`config.mk`:
```
export PLATFORM = sky130hd
export DESIGN_NAME = hall_commutation_decoder
export DESIGN_NICKNAME = d
export VERILOG_FILES = /design/src/hall_commutation_pkg.sv /design/src/hall_commutation_decoder.sv /design/src/hall_position_lookup.sv
export SDC_FILE = /design/constraint.sdc
export NUM_CORES = 1
export LEC_CHECK = 0
export ABC_CLOCK_PERIOD_IN_PS = 2800
export BUFFER_PORTS_ARGS = -buffer_cell sky130_fd_sc_hd__buf_4
export CELL_PAD_IN_SITES_DETAIL_PLACEMENT = 0
export CELL_PAD_IN_SITES_GLOBAL_PLACEMENT = 1
export CORE_ASPECT_RATIO = 0.75
export CORE_MARGIN = 1.5
export CORE_UTILIZATION = 38
export DETAILED_ROUTE_END_ITERATION = 10
export GPL_ROUTABILITY_DRIVEN = 0
export PLACE_DENSITY_LB_ADDON = 0.1
export SETUP_SLACK_MARGIN = 0.15
export SLEW_MARGIN = 0
export SYNTH_ARGS = -nofsm -noshare
export SYNTH_HDL_FRONTEND = slang
export SYNTH_HIERARCHICAL = 1
export SYNTH_SLANG_ARGS = --single-unit
```
`constraint.sdc`:
```
create_clock -name i_ref_clk -period 2.8 [get_ports i_ref_clk]
set_input_delay 0.56 -clock i_ref_clk [delete_from_list [all_inputs] [get_ports i_ref_clk]]
set_output_delay 0.56 -clock i_ref_clk [all_outputs]
set_load 0.01 [all_outputs]
```
`src/hall_commutation_pkg.sv`:
```
// Purpose: Shared constants for the Hall sensor commutation decoder.
// Assumes: Three phase legs A, B, C; six rotor positions per cycle.
// Notes: Code tables pack position 0 in the least significant bits.
package hall_commutation_pkg;

    // Register bus geometry.
    localparam int ADDR_W = 8;
    localparam int DATA_W = 32;

    // Register offsets, byte addresses.
    localparam logic [7:0] REG_CONTROL = 8'h00;
    localparam logic [7:0] REG_STATE = 8'h04;
    localparam logic [7:0] REG_IRQ_STATUS = 8'h08;
    localparam logic [7:0] REG_IRQ_ENABLE = 8'h0C;
    localparam logic [7:0] REG_IRQ_CLEAR = 8'h10;

    // Control register fields and reset value.
    localparam int CTRL_W = 2;
    localparam int CTRL_SOFT_ENABLE_BIT = 0;
    localparam int CTRL_DIR_INVERT_BIT = 1;
    localparam logic [1:0] CONTROL_RESET = 2'h1;

    // Interrupt bit positions, shared by status, enable and clear.
    localparam int IRQ_W = 4;
    localparam int IRQ_STEP_BIT = 0;
    localparam int IRQ_INVALID_BIT = 1;
    localparam int IRQ_FAULT_BIT = 2;
    localparam int IRQ_UNDERVOLT_BIT = 3;
    localparam logic [3:0] IRQ_ENABLE_RESET = 4'h0;

    // State register field positions.
    localparam int ST_CODE_LSB = 0;
    localparam int ST_INDEX_LSB = 3;
    localparam int ST_VALID_BIT = 6;
    localparam int ST_FAULT_BIT = 7;
    localparam int ST_TOP_LSB = 8;
    localparam int ST_BOTTOM_LSB = 11;
    localparam int ST_SEL120_BIT = 14;
    localparam int ST_FORWARD_BIT = 15;

    // Sensor code sequences (A is the most significant code bit).
    localparam int POSITIONS = 6;
    localparam logic [17:0] CODES_60 = 18'h017F4;
    localparam logic [17:0] CODES_120 = 18'h0B5A5;

    // Phase leg per forward position, two bits each: A=0, B=1, C=2.
    localparam logic [11:0] FWD_TOP_LEGS = 12'hA50;
    localparam logic [11:0] FWD_BOTTOM_LEGS = 12'h429;

    // Synchroniser depth for pin inputs.
    localparam int SYNC_STAGES = 2;

endpackage : hall_commutation_pkg

```
`src/hall_commutation_decoder.sv`:
```
// Purpose: Rotor position decoder and six step commutation sequencer.
// Assumes: Sensor, jumper, direction, enable and undervoltage pins are
//          asynchronous and pass a two stage synchroniser.
// Notes: Drive outputs are active high (switch on) and registered.
// Behaviour
// One top, one bottom, different legs.
// Sensors change code every 60 degrees.
// Sixty degree code order accepted.
// One twenty degree code order accepted.
// Three hundred degree motor runs reversed.
// Two forty degree motor runs reversed.
// Phasing jumper selects decoding table.
// Output enable low forces tops off.
// Invalid sensor code asserts fault.
// Output enable low asserts fault.
// Direction one forward, zero reverse.
// Undervoltage: fault, tops off, bottoms low.
// Invalid code turns all drives off.
//
// The implementer's own choices: strobed register access and the address map.
`timescale 1ns/1ps
module hall_commutation_decoder #(
    parameter int ADDR_BITS = hall_commutation_pkg::ADDR_W,
    parameter int SYNC_DEPTH = hall_commutation_pkg::SYNC_STAGES
) (
    // Clock, reset and enable
    input wire logic i_ref_clk,
    input wire logic i_rstn,
    input wire logic i_ce,
    // Rotor sensors and pin controls
    input wire logic i_rotor_sensor_a,
    input wire logic i_rotor_sensor_b,
    input wire logic i_rotor_sensor_c,
    input wire logic i_phasing_jumper,
    input wire logic i_direction,
    input wire logic i_output_enable,
    input wire logic i_undervoltage,
    // Register port
    input wire logic [ADDR_BITS-1:0] i_addr,
    input wire logic [hall_commutation_pkg::DATA_W-1:0] i_wdata,
    input wire logic i_wr,
    input wire logic i_rd,
    output logic [hall_commutation_pkg::DATA_W-1:0] o_rdata,
    // Drives, fault and interrupt
    output logic [2:0] o_top_drive,
    output logic [2:0] o_bottom_drive,
    output logic o_fault_n,
    output logic o_irq
);
    import hall_commutation_pkg::*;

    // Elaboration checks on parameters the logic cannot serve.
    generate
        if (SYNC_DEPTH < 2) begin : g_bad_sync
            $error("SYNC_DEPTH must be at least 2");
        end
        if (ADDR_BITS < 5 || ADDR_BITS > 8) begin : g_bad_addr
            $error("ADDR_BITS must lie between 5 and 8");
        end
    endgenerate

    // Pin synchronisers: seven asynchronous inputs, one chain each.
    localparam int PINS = 7;
    logic [PINS-1:0] pin_raw;
    logic [PINS-1:0] pin_sync;

    assign pin_raw = {i_undervoltage, i_output_enable, i_direction,
                      i_phasing_jumper, i_rotor_sensor_a,
                      i_rotor_sensor_b, i_rotor_sensor_c};

    genvar p;
    generate
        for (p = 0; p < PINS; p++) begin : g_sync
            logic [SYNC_DEPTH-1:0] chain;
            always_ff @(posedge i_ref_clk or negedge i_rstn) begin
                if (!i_rstn) begin
                    chain <= '0;
                end else if (i_ce) begin
                    chain <= {chain[SYNC_DEPTH-2:0], pin_raw[p]};
                end
            end
            assign pin_sync[p] = chain[SYNC_DEPTH-1];
        end
    endgenerate

    // Named views of the synchronised pins.
    logic [2:0] sensor_code;
    logic jumper_open;
    logic dir_pin;
    logic oe_pin;
    logic uv_pin;

    assign sensor_code = pin_sync[2:0];
    assign jumper_open = pin_sync[3];
    assign dir_pin = pin_sync[4];
    assign oe_pin = pin_sync[5];
    assign uv_pin = pin_sync[6];

    // Software registers.
    logic [CTRL_W-1:0] control;
    logic [IRQ_W-1:0] irq_status;
    logic [IRQ_W-1:0] irq_enable;

    // Jumper tied low selects the 120/240 table; open selects 60/300.
    logic sel_120;
    assign sel_120 = ~jumper_open;

    // Position decode.
    logic code_valid;
    logic [2:0] position;

    hall_position_lookup u_lookup (
        .i_code(sensor_code),
        .i_sel_120(sel_120),
        .o_valid(code_valid),
        .o_index(position)
    );

    // Leg lookup and one hot expansion, shared by top and bottom paths.
    function automatic logic [1:0] leg_of(input logic [11:0] legs,
                                          input logic [2:0] idx);
        leg_of = legs[2*idx +: 2];
    endfunction : leg_of

    function automatic logic [2:0] leg_mask(input logic [1:0] leg);
        leg_mask = 3'h1 << leg;
    endfunction : leg_mask

    // Reverse drive swaps the top and bottom legs of each position, so
    // a reversed code sequence (300 or 240 degree motor) also turns the
    // rotor, only the other way round.
    logic forward;
    logic [1:0] fwd_top_leg;
    logic [1:0] fwd_bottom_leg;
    logic [1:0] top_leg;
    logic [1:0] bottom_leg;

    assign forward = dir_pin ^ control[CTRL_DIR_INVERT_BIT];
    assign fwd_top_leg = leg_of(FWD_TOP_LEGS, position);
    assign fwd_bottom_leg = leg_of(FWD_BOTTOM_LEGS, position);
    assign top_leg = forward ? fwd_top_leg : fwd_bottom_leg;
    assign bottom_leg = forward ? fwd_bottom_leg : fwd_top_leg;

    // Gating of the drive pattern.
    logic oe_eff;
    logic tops_allowed;
    logic bottoms_allowed;
    logic [2:0] next_top;
    logic [2:0] next_bottom;
    logic next_fault;

    assign oe_eff = oe_pin & control[CTRL_SOFT_ENABLE_BIT];
    assign bottoms_allowed = code_valid & ~uv_pin;
    assign tops_allowed = bottoms_allowed & oe_eff;
    assign next_top = tops_allowed ? leg_mask(top_leg) : 3'h0;
    assign next_bottom = bottoms_allowed ? leg_mask(bottom_leg) : 3'h0;
    assign next_fault = ~code_valid | ~oe_eff | uv_pin;

    always_ff @(posedge i_ref_clk or negedge i_rstn) begin
        if (!i_rstn) begin
            o_top_drive <= 3'h0;
            o_bottom_drive <= 3'h0;
            o_fault_n <= 1'b0;
        end else if (i_ce) begin
            o_top_drive <= next_top;
            o_bottom_drive <= next_bottom;
            o_fault_n <= ~next_fault;
        end
    end

    // Event detection against the previous decoded state.
    logic prev_valid;
    logic [2:0] prev_position;
    logic prev_fault;
    logic prev_uv;

    always_ff @(posedge i_ref_clk or negedge i_rstn) begin
        if (!i_rstn) begin
            prev_valid <= 1'b0;
            prev_position <= 3'h0;
            prev_fault <= 1'b1;
            prev_uv <= 1'b0;
        end else if (i_ce) begin
            prev_valid <= code_valid;
            prev_position <= position;
            prev_fault <= next_fault;
            prev_uv <= uv_pin;
        end
    end

    // The step event expects one position change per 60 degrees; a code
    // jump of several positions still raises a single step event.
    logic [IRQ_W-1:0] irq_event;
    assign irq_event[IRQ_STEP_BIT] = code_valid & prev_valid &
                                     (position != prev_position);
    assign irq_event[IRQ_INVALID_BIT] = ~code_valid & prev_valid;
    assign irq_event[IRQ_FAULT_BIT] = next_fault & ~prev_fault;
    assign irq_event[IRQ_UNDERVOLT_BIT] = uv_pin & ~prev_uv;

    // Register decode.
    logic hit_control;
    logic hit_enable;
    logic hit_clear;
    logic wr_control;
    logic wr_enable;
    logic wr_clear;

    assign hit_control = (i_addr == REG_CONTROL[ADDR_BITS-1:0]);
    assign hit_enable = (i_addr == REG_IRQ_ENABLE[ADDR_BITS-1:0]);
    assign hit_clear = (i_addr == REG_IRQ_CLEAR[ADDR_BITS-1:0]);
    assign wr_control = i_wr & hit_control;
    assign wr_enable = i_wr & hit_enable;
    assign wr_clear = i_wr & hit_clear;

    // A new event wins over a clear written in the same cycle.
    logic [IRQ_W-1:0] clear_bits;
    logic [IRQ_W-1:0] next_irq_status;
    assign clear_bits = wr_clear ? i_wdata[IRQ_W-1:0] : '0;
    assign next_irq_status = (irq_status & ~clear_bits) | irq_event;

    always_ff @(posedge i_ref_clk or negedge i_rstn) begin
        if (!i_rstn) begin
            control <= CONTROL_RESET;
            irq_enable <= IRQ_ENABLE_RESET;
            irq_status <= '0;
        end else if (i_ce) begin
            if (wr_control) begin
                control <= i_wdata[CTRL_W-1:0];
            end
            if (wr_enable) begin
                irq_enable <= i_wdata[IRQ_W-1:0];
            end
            irq_status <= next_irq_status;
        end
    end

    assign o_irq = |(irq_status & irq_enable);

    // Read path: state word built from live decoder state.
    logic [DATA_W-1:0] state_word;
    logic [DATA_W-1:0] read_mux;

    always_comb begin
        state_word = '0;
        state_word[ST_CODE_LSB +: 3] = sensor_code;
        state_word[ST_INDEX_LSB +: 3] = position;
        state_word[ST_VALID_BIT] = code_valid;
        state_word[ST_FAULT_BIT] = ~o_fault_n;
        state_word[ST_TOP_LSB +: 3] = o_top_drive;
        state_word[ST_BOTTOM_LSB +: 3] = o_bottom_drive;
        state_word[ST_SEL120_BIT] = sel_120;
        state_word[ST_FORWARD_BIT] = forward;
    end

    // Unmapped and write-only addresses read as zero.
    always_comb begin
        read_mux = '0;
        if (i_addr == REG_CONTROL[ADDR_BITS-1:0]) begin
            read_mux[CTRL_W-1:0] = control;
        end else if (i_addr == REG_STATE[ADDR_BITS-1:0]) begin
            read_mux = state_word;
        end else if (i_addr == REG_IRQ_STATUS[ADDR_BITS-1:0]) begin
            read_mux[IRQ_W-1:0] = irq_status;
        end else if (i_addr == REG_IRQ_ENABLE[ADDR_BITS-1:0]) begin
            read_mux[IRQ_W-1:0] = irq_enable;
        end
    end

    // Read data stand only in the cycle after the strobe.
    always_ff @(posedge i_ref_clk or negedge i_rstn) begin
        if (!i_rstn) begin
            o_rdata <= '0;
        end else if (i_ce) begin
            o_rdata <= i_rd ? read_mux : '0;
        end
    end

endmodule : hall_commutation_decoder

```
`src/hall_position_lookup.sv`:
```
// Purpose: Maps a three bit rotor sensor code to a position index.
// Assumes: Code is already synchronised; select chooses the table.
// Notes: Purely combinational; the caller registers the result.
`timescale 1ns/1ps
module hall_position_lookup (
    // Sensor code and table choice
    input wire logic [2:0] i_code,
    input wire logic i_sel_120,
    // Decoded position
    output logic o_valid,
    output logic [2:0] o_index
);
    import hall_commutation_pkg::*;

    logic [17:0] table_codes;
    logic [POSITIONS-1:0] match;

    assign table_codes = i_sel_120 ? CODES_120 : CODES_60;

    genvar g;
    generate
        for (g = 0; g < POSITIONS; g++) begin : g_match
            assign match[g] = (i_code == table_codes[3*g +: 3]);
        end
    endgenerate

    // A code appears at most once per table, so an OR of indices is safe.
    always_comb begin
        o_index = 3'h0;
        for (int k = 0; k < POSITIONS; k++) begin
            if (match[k]) begin
                o_index = o_index | k[2:0];
            end
        end
    end

    assign o_valid = |match;

endmodule : hall_position_lookup

```
* Yosys cells after proc, flatten, opt, wreduce, memory -nomap -nowiden
Index checks and enable logic that the tools add are counted.
** Storage, ports and cells
- Bits of input ports :: 52
- Register bits after elaboration :: 69
- Output and inout bits :: 40
** Cells by class
- Shifts and indexed selects :: 4
- Equal/unequal tests :: 11
- Muxes and demuxes :: 18
- Reduce and logical (&&, ||, !) cells :: 5
- Bitwise gates (word level) :: 26
** Operator list (number)
- $mux W32 :: 1
- $mux W30 :: 1
- $shiftx A12 B5 Y2 const A :: 2
- $eq A3 B3 Y1 :: 6
- $eq A8 B4 Y1 const B :: 2
- $mux W16 :: 1
- $mux W4 :: 4
- $mux W12 :: 1
- $mux W3 :: 4
- $and A1 B1 Y1 :: 11
- $mux W2 :: 5
- $and A4 B4 Y4 :: 2
- $eq A8 B3 Y1 const B :: 1
- $eq A8 B5 Y1 const B :: 1
- $logic_not A8 Y1 :: 1
- $not A1 Y1 :: 8
- $reduce_or A6 Y1 :: 1
- $shl A1 B2 Y3 const A :: 2
- $not A4 Y4 :: 1
- $or A4 B4 Y4 :: 1
- $reduce_and A2 Y1 :: 2
- $reduce_or A4 Y1 :: 1
- $ne A3 B3 Y1 :: 1
- $or A1 B1 Y1 :: 2
- other kinds (2) :: 2

* Logic depth before layout (Yosys ltp)
- Depth after elaboration :: 11
- Mapped depth :: 9
- Gate-level depth less buffers :: 9

* By module
Netlist, hierarchy kept.
** Modules (own cells, without submodules)
- hall_commutation_decoder :: cells each 234, times used 1, area each 2601.2 um^2
- hall_position_lookup :: cells each 12, times used 1, area each 76.3 um^2

* Worst setup path before layout
No wires, ideal clock.
- Kind :: input to register
- Start point :: input i_addr[1]
- End point :: register control[1]
- Arrival time :: 2000 ps
- Path buffers :: 1
- Stages :: 4
- Path slack :: 675 ps
- Path through :: or4_4 > buf_2 > nor4_1 > mux2_2
** On the way
- Longest elaborated chain between the ends :: 3
** RTL lines
- start: declaration :: RTL line hall_commutation_decoder.sv:39 : input wire logic [ADDR_BITS-1:0] i_addr,
- $logic_not A8 Y1 :: RTL line hall_commutation_decoder.sv:208 : assign hit_control = (i_addr == REG_CONTROL[ADDR_BITS-1:0]);
- $and A1 B1 Y1 :: RTL line hall_commutation_decoder.sv:211 : assign wr_control = i_wr & hit_control;
- $reduce_and A2 Y1 (no line)
- end signal: assignment :: RTL line hall_commutation_decoder.sv:228 : control <= i_wdata[CTRL_W-1:0];
- end: declaration :: RTL line hall_commutation_decoder.sv:100 : logic [CTRL_W-1:0] control;
No other way between the ends.
A chain may end at the register's enable or synchronous reset.

* Final worst setup path
- Start point :: register g_sync[3].chain[1]
- End point :: register o_top_drive[1]
** On the way
- Longest elaborated chain between the ends :: 11
- Elaborated cells between the ends (all ways) :: 20
- Classes of those cells :: eq/ne: 6; shift: 3; mux: 8; bitwise: 2; reduce/logical: 1
** RTL lines
- start: declaration :: RTL line hall_commutation_decoder.sv:74 : logic [SYNC_DEPTH-1:0] chain;
- start signal: assignment :: RTL line hall_commutation_decoder.sv:79 : chain <= {chain[SYNC_DEPTH-2:0], pin_raw[p]};
- $mux W16 (*) :: RTL line hall_position_lookup.sv:18 : assign table_codes = i_sel_120 ? CODES_120 : CODES_60;
- $eq A3 B3 Y1 :: RTL line hall_position_lookup.sv:23 : assign match[g] = (i_code == table_codes[3*g +: 3]);
- $mux W1 :: RTL line hall_position_lookup.sv:31 : if (match[k]) begin
- $mux W2 (2 in series) :: RTL line hall_position_lookup.sv:31
- $mux W3 :: RTL line hall_position_lookup.sv:31
- $mux W3 (*) :: RTL line hall_position_lookup.sv:31
- named net position[0] :: RTL line hall_commutation_decoder.sv:110 : logic [2:0] position;
- $shiftx A12 B5 Y2 :: RTL line hall_commutation_decoder.sv:122 : leg_of = legs[2*idx +: 2];
- $mux W2 (*) :: RTL line hall_commutation_decoder.sv:141 : assign top_leg = forward ? fwd_top_leg : fwd_bottom_leg;
- $shl A1 B2 Y3 (*) :: RTL line hall_commutation_decoder.sv:126 : leg_mask = 3'h1 << leg;
- $mux W3 (*) :: RTL line hall_commutation_decoder.sv:155 : assign next_top = tops_allowed ? leg_mask(top_leg) : 3'h0;
- end signal: assignment :: RTL line hall_commutation_decoder.sv:165 : o_top_drive <= next_top;
- end: declaration :: RTL line hall_commutation_decoder.sv:45 : output logic [2:0] o_top_drive,
Mark *: on every way through the listed nets, which the timed path passes. The rest lies on a longest branch.

==> flow_summary.yaml <==
outcome:
  status: "finished clean"
drt:
  drt-wirelength-per-cell_um: 14.9
  via_per_inst: 5.01
  drtAntennaViolNets: 0
  drt_iter0_drc: 61
  first_pass_iters: 4
  drcViolationCount: 0
  wl_um: 5620
  dr_total_vias: 1882
synth:
  ys_seq_area_share_pct: 49.6
  async_flop_share_pct: 100
  yosys_warnings: 6
  synth_mux_area_share_pct: 14.7
  synth_edf_count: 0
  ys_ff_latch: 53
  synthAdderAreaFrac_pct: 0.935
  syn_avg_cell_area_sq_um: 10.9
  synth_ff_type: "dfrtp_1"
  syn_inst: 246
  synthDistinctLibCells: 39
  synth_compound_area_share_pct: 9.07
  yosys.area_share.simple_pct: 13.0
  netlist_area_sq_um: 2680
  synth_top_family_by_area: "multiplexers"
  synthXorXnorAreaFrac_pct: 2.29
layout:
  drive_above_1_share_pct: 31.8
  seq_area_sq_um: 1330
  nets: 345
  antennaDiodeCount: 0
  multi_input_area_sq_um: 1130
  final_area_sq_um: 3140
  syn_to_final_growth_pct: 17.1
  n_fill_cell: 641
cts:
  postCtsSetupBuffers: 0
  clockRootBuffer: "clkbuf_8"
  clk_latency_ns: 0.30
  cts_hold_buf: 0
  h-tree-depth: 2
  cts_sinks: 53
  path_clk_slew_ns: 0.10
  cts_resized: 0
  cts_tree: "built"
  cts_buffers: 5
  cts_buffer_depth: 2
timing:
  drv_slew: 0
  rsz0062_at_grt: "no"
  max_freq_mhz: 434
  fin_skew_ns: 0.00829
  fin_crit_ns: 2.30
  finalSetupTns_ns: 0
  final-setup-viol-count: 0
  hold_viol: 0
  slew_headroom_pct: 54.9
  period_share_pct: 82.2
  worst_pin_slew_ns: 0.676
worst_setup_path:
  cp-start-kind: "flop"
  crit_fanout: 5
  critPathArrivalTime_ns: 2.51
  crit_path_end_kind: "flop"
  critPathKind: "flop to flop"
  cp-startpoint: "g_sync[3].chain[1]"
  required_ns: 3.01
  r2r_start: "g_sync[3].chain[1]"
placed_design:
  hpwl_um: 3990
  dpl-instance-area_sq_um: 3050
  placement.io_buffers: 47
floorplanning:
  die_w_um: 99.9
  boundaryPins: 92
  core-area_sq_um: 6800
  start_util_pct: 39.4
  die_y_um: 75.7
  dieArea_sq_um: 7560
  rows: 26
power:
  power.density_nw_per_um2: 542
  p_leak_nw: 1.47
  ir_worst_vdd_v: 0.000230
grt:
  antenna_found_initial: 0
  grt_pass1_vias: 1743
  grt_pass1_wl_um: 9120
  gr-total-overflow: 0
  grt_use_total_pct: 16.0
  grt_max_degree: 54
run:
  cap_viol_max_count: 0
hold_path:
  worstHoldPathType: "primary input to asynchronous set/reset pin"
==> final timing paths <==
check	cells past startpoint	endpoint	slack [ns]
setup / recovery	9	o_top_drive[1]	0.50
hold / removal	1	g_sync[0].chain[0]	0.28
setup reg to reg	9	o_top_drive[1]	0.50
hold reg to reg	1	o_rdata[14]	0.46
max in group asynchronous	1	o_rdata[15]	2.07
min in group i_ref_clk	1	o_rdata[14]	0.46
==> power by group <==
| part | internal (mW) | total [mW] | switching [mW] |
|---|---|---|---|
| Clock | 0.174 | 0.422 | 0.247 |
| Combinational | 0.191 | 0.405 | 0.214 |
| Sequential | 0.826 | 0.874 | 0.0483 |
| Total | 1.19 | 1.70 | 0.509 |
==> cells in the final DEF, fill, tap and decap left out, types with 3 or more instances in the layout <==
cell type,Yosys,layout
mux2_2,27,27
inv_1,28,28
dfrtp_1,51,51
and2_1,3,3
o32ai_1,5,5
nand2b_1,6,6
o21ai_0,3,3
xor2_1,5,5
o22ai_1,13,13
nor2b_1,4,4
a21oi_1,3,3
conb_1,1,16
nand2_1,7,7
mux2i_1,9,9
clkbuf_8,0,5
nor2_1,8,8
nand4_1,5,5
buf_4,16,51
nor4_1,8,8
o41ai_1,4,4
==> area by class of cell <==
cell class,count,share of cell area (%)
flip-flops and latches,53,42.4
inverters,28,3.35
clock buffers,6,2.31
multi-input cells,152,36.1
clock inverters,2,0.319
well taps,84,3.35
repair buffers,51,12.2
==> cell families (layout without fill, tap and decap cells) <==
| logic type | Yosys count | count (layout) |
|---|---|---|
| AO/OA/AOI/OAI | 34 | 34 |
| XOR/XNOR | 7 | 7 |
| adder cells (fa/ha/maj) | 2 | 2 |
| buffers and inverters | 56 | 87 |
| flip-flops | 53 | 53 |
| multiplexers | 36 | 36 |
| other | 1 | 16 |
| AND/OR/NAND/NOR | 57 | 57 |
==> per-stage QoR <==
| stage | util, % | worst slack, ns | power, mW | std cells | hold WS [ns] |
|---|---|---|---|---|---|
| after global routing | 46.1 | 0.218 | 1.82 | 376 | 0.325 |
| after detailed placement | 44.9 | 0.369 | 1.30 | 368 | 0.451 |
| after global placement | 44.9 | 0.372 | 1.29 | 368 | 0.434 |
| after CTS | 46.1 | 0.485 | 1.72 | 376 | 0.313 |
| final | 46.1 | 0.497 | 1.70 | 376 | 0.284 |
| after floorplan | - | 0.675 | 1.17 | 261 | 0.264 |
==> cell usage after synthesis (3+ instances only) <==
cell      number  area, sq um
xor2_1         5         43.8
inv_1         28          105
nor4_1         8         50.1
mux2i_1        9         90.1
buf_4         16          120
nand2_1        7         26.3
o22ai_1       13         81.3
nand4_1        5         31.3
nor2_1         8         30.0
clkbuf_1      10         37.5
o21ai_0        3         15.0
o41ai_1        4         35.0
a21oi_1        3         15.0
dfrtp_1       51         1280
nor2b_1        4         25.0
mux2_2        27          304
o32ai_1        5         43.8
nand2b_1       6         37.5
and2_1         3         18.8
==> critical path: stages, from the launching register on <==
cell and delay [ns]:
dfrtp_1 0.36, inv_1 0.10, xnor2_1 0.32, xor2_1 0.19, mux2_2 0.24, inv_1 0.06, ha_1 0.27, nor2b_1 0.15
mux2_2 0.28, o32ai_1 0.23
==> sequential cells by signal (all words and copies together) (netlist names) <==
name,count
control,2
g_sync.chain,14
irq_enable,4
irq_status,4
o_bottom_drive,3
o_fault_n,1
o_rdata,16
o_top_drive,3
prev_fault,1
prev_position,3
prev_uv,1
prev_valid,1
==> per-layer routing <==
| metal | share of wire [%] | GRT usage, % | vias to the layer above |
|---|---|---|---|
| li1 | - | - | 925 |
| met1 | 52 | 24.8 | 903 |
| met2 | 41 | 21.9 | 50 |
| met5 | 0 | 0 | - |
| met4 | 0.84 | 5.16 | 0 |
| met3 | 6.2 | 3.58 | 4 |
Note: power is estimated with default switching activity, not from simulation.
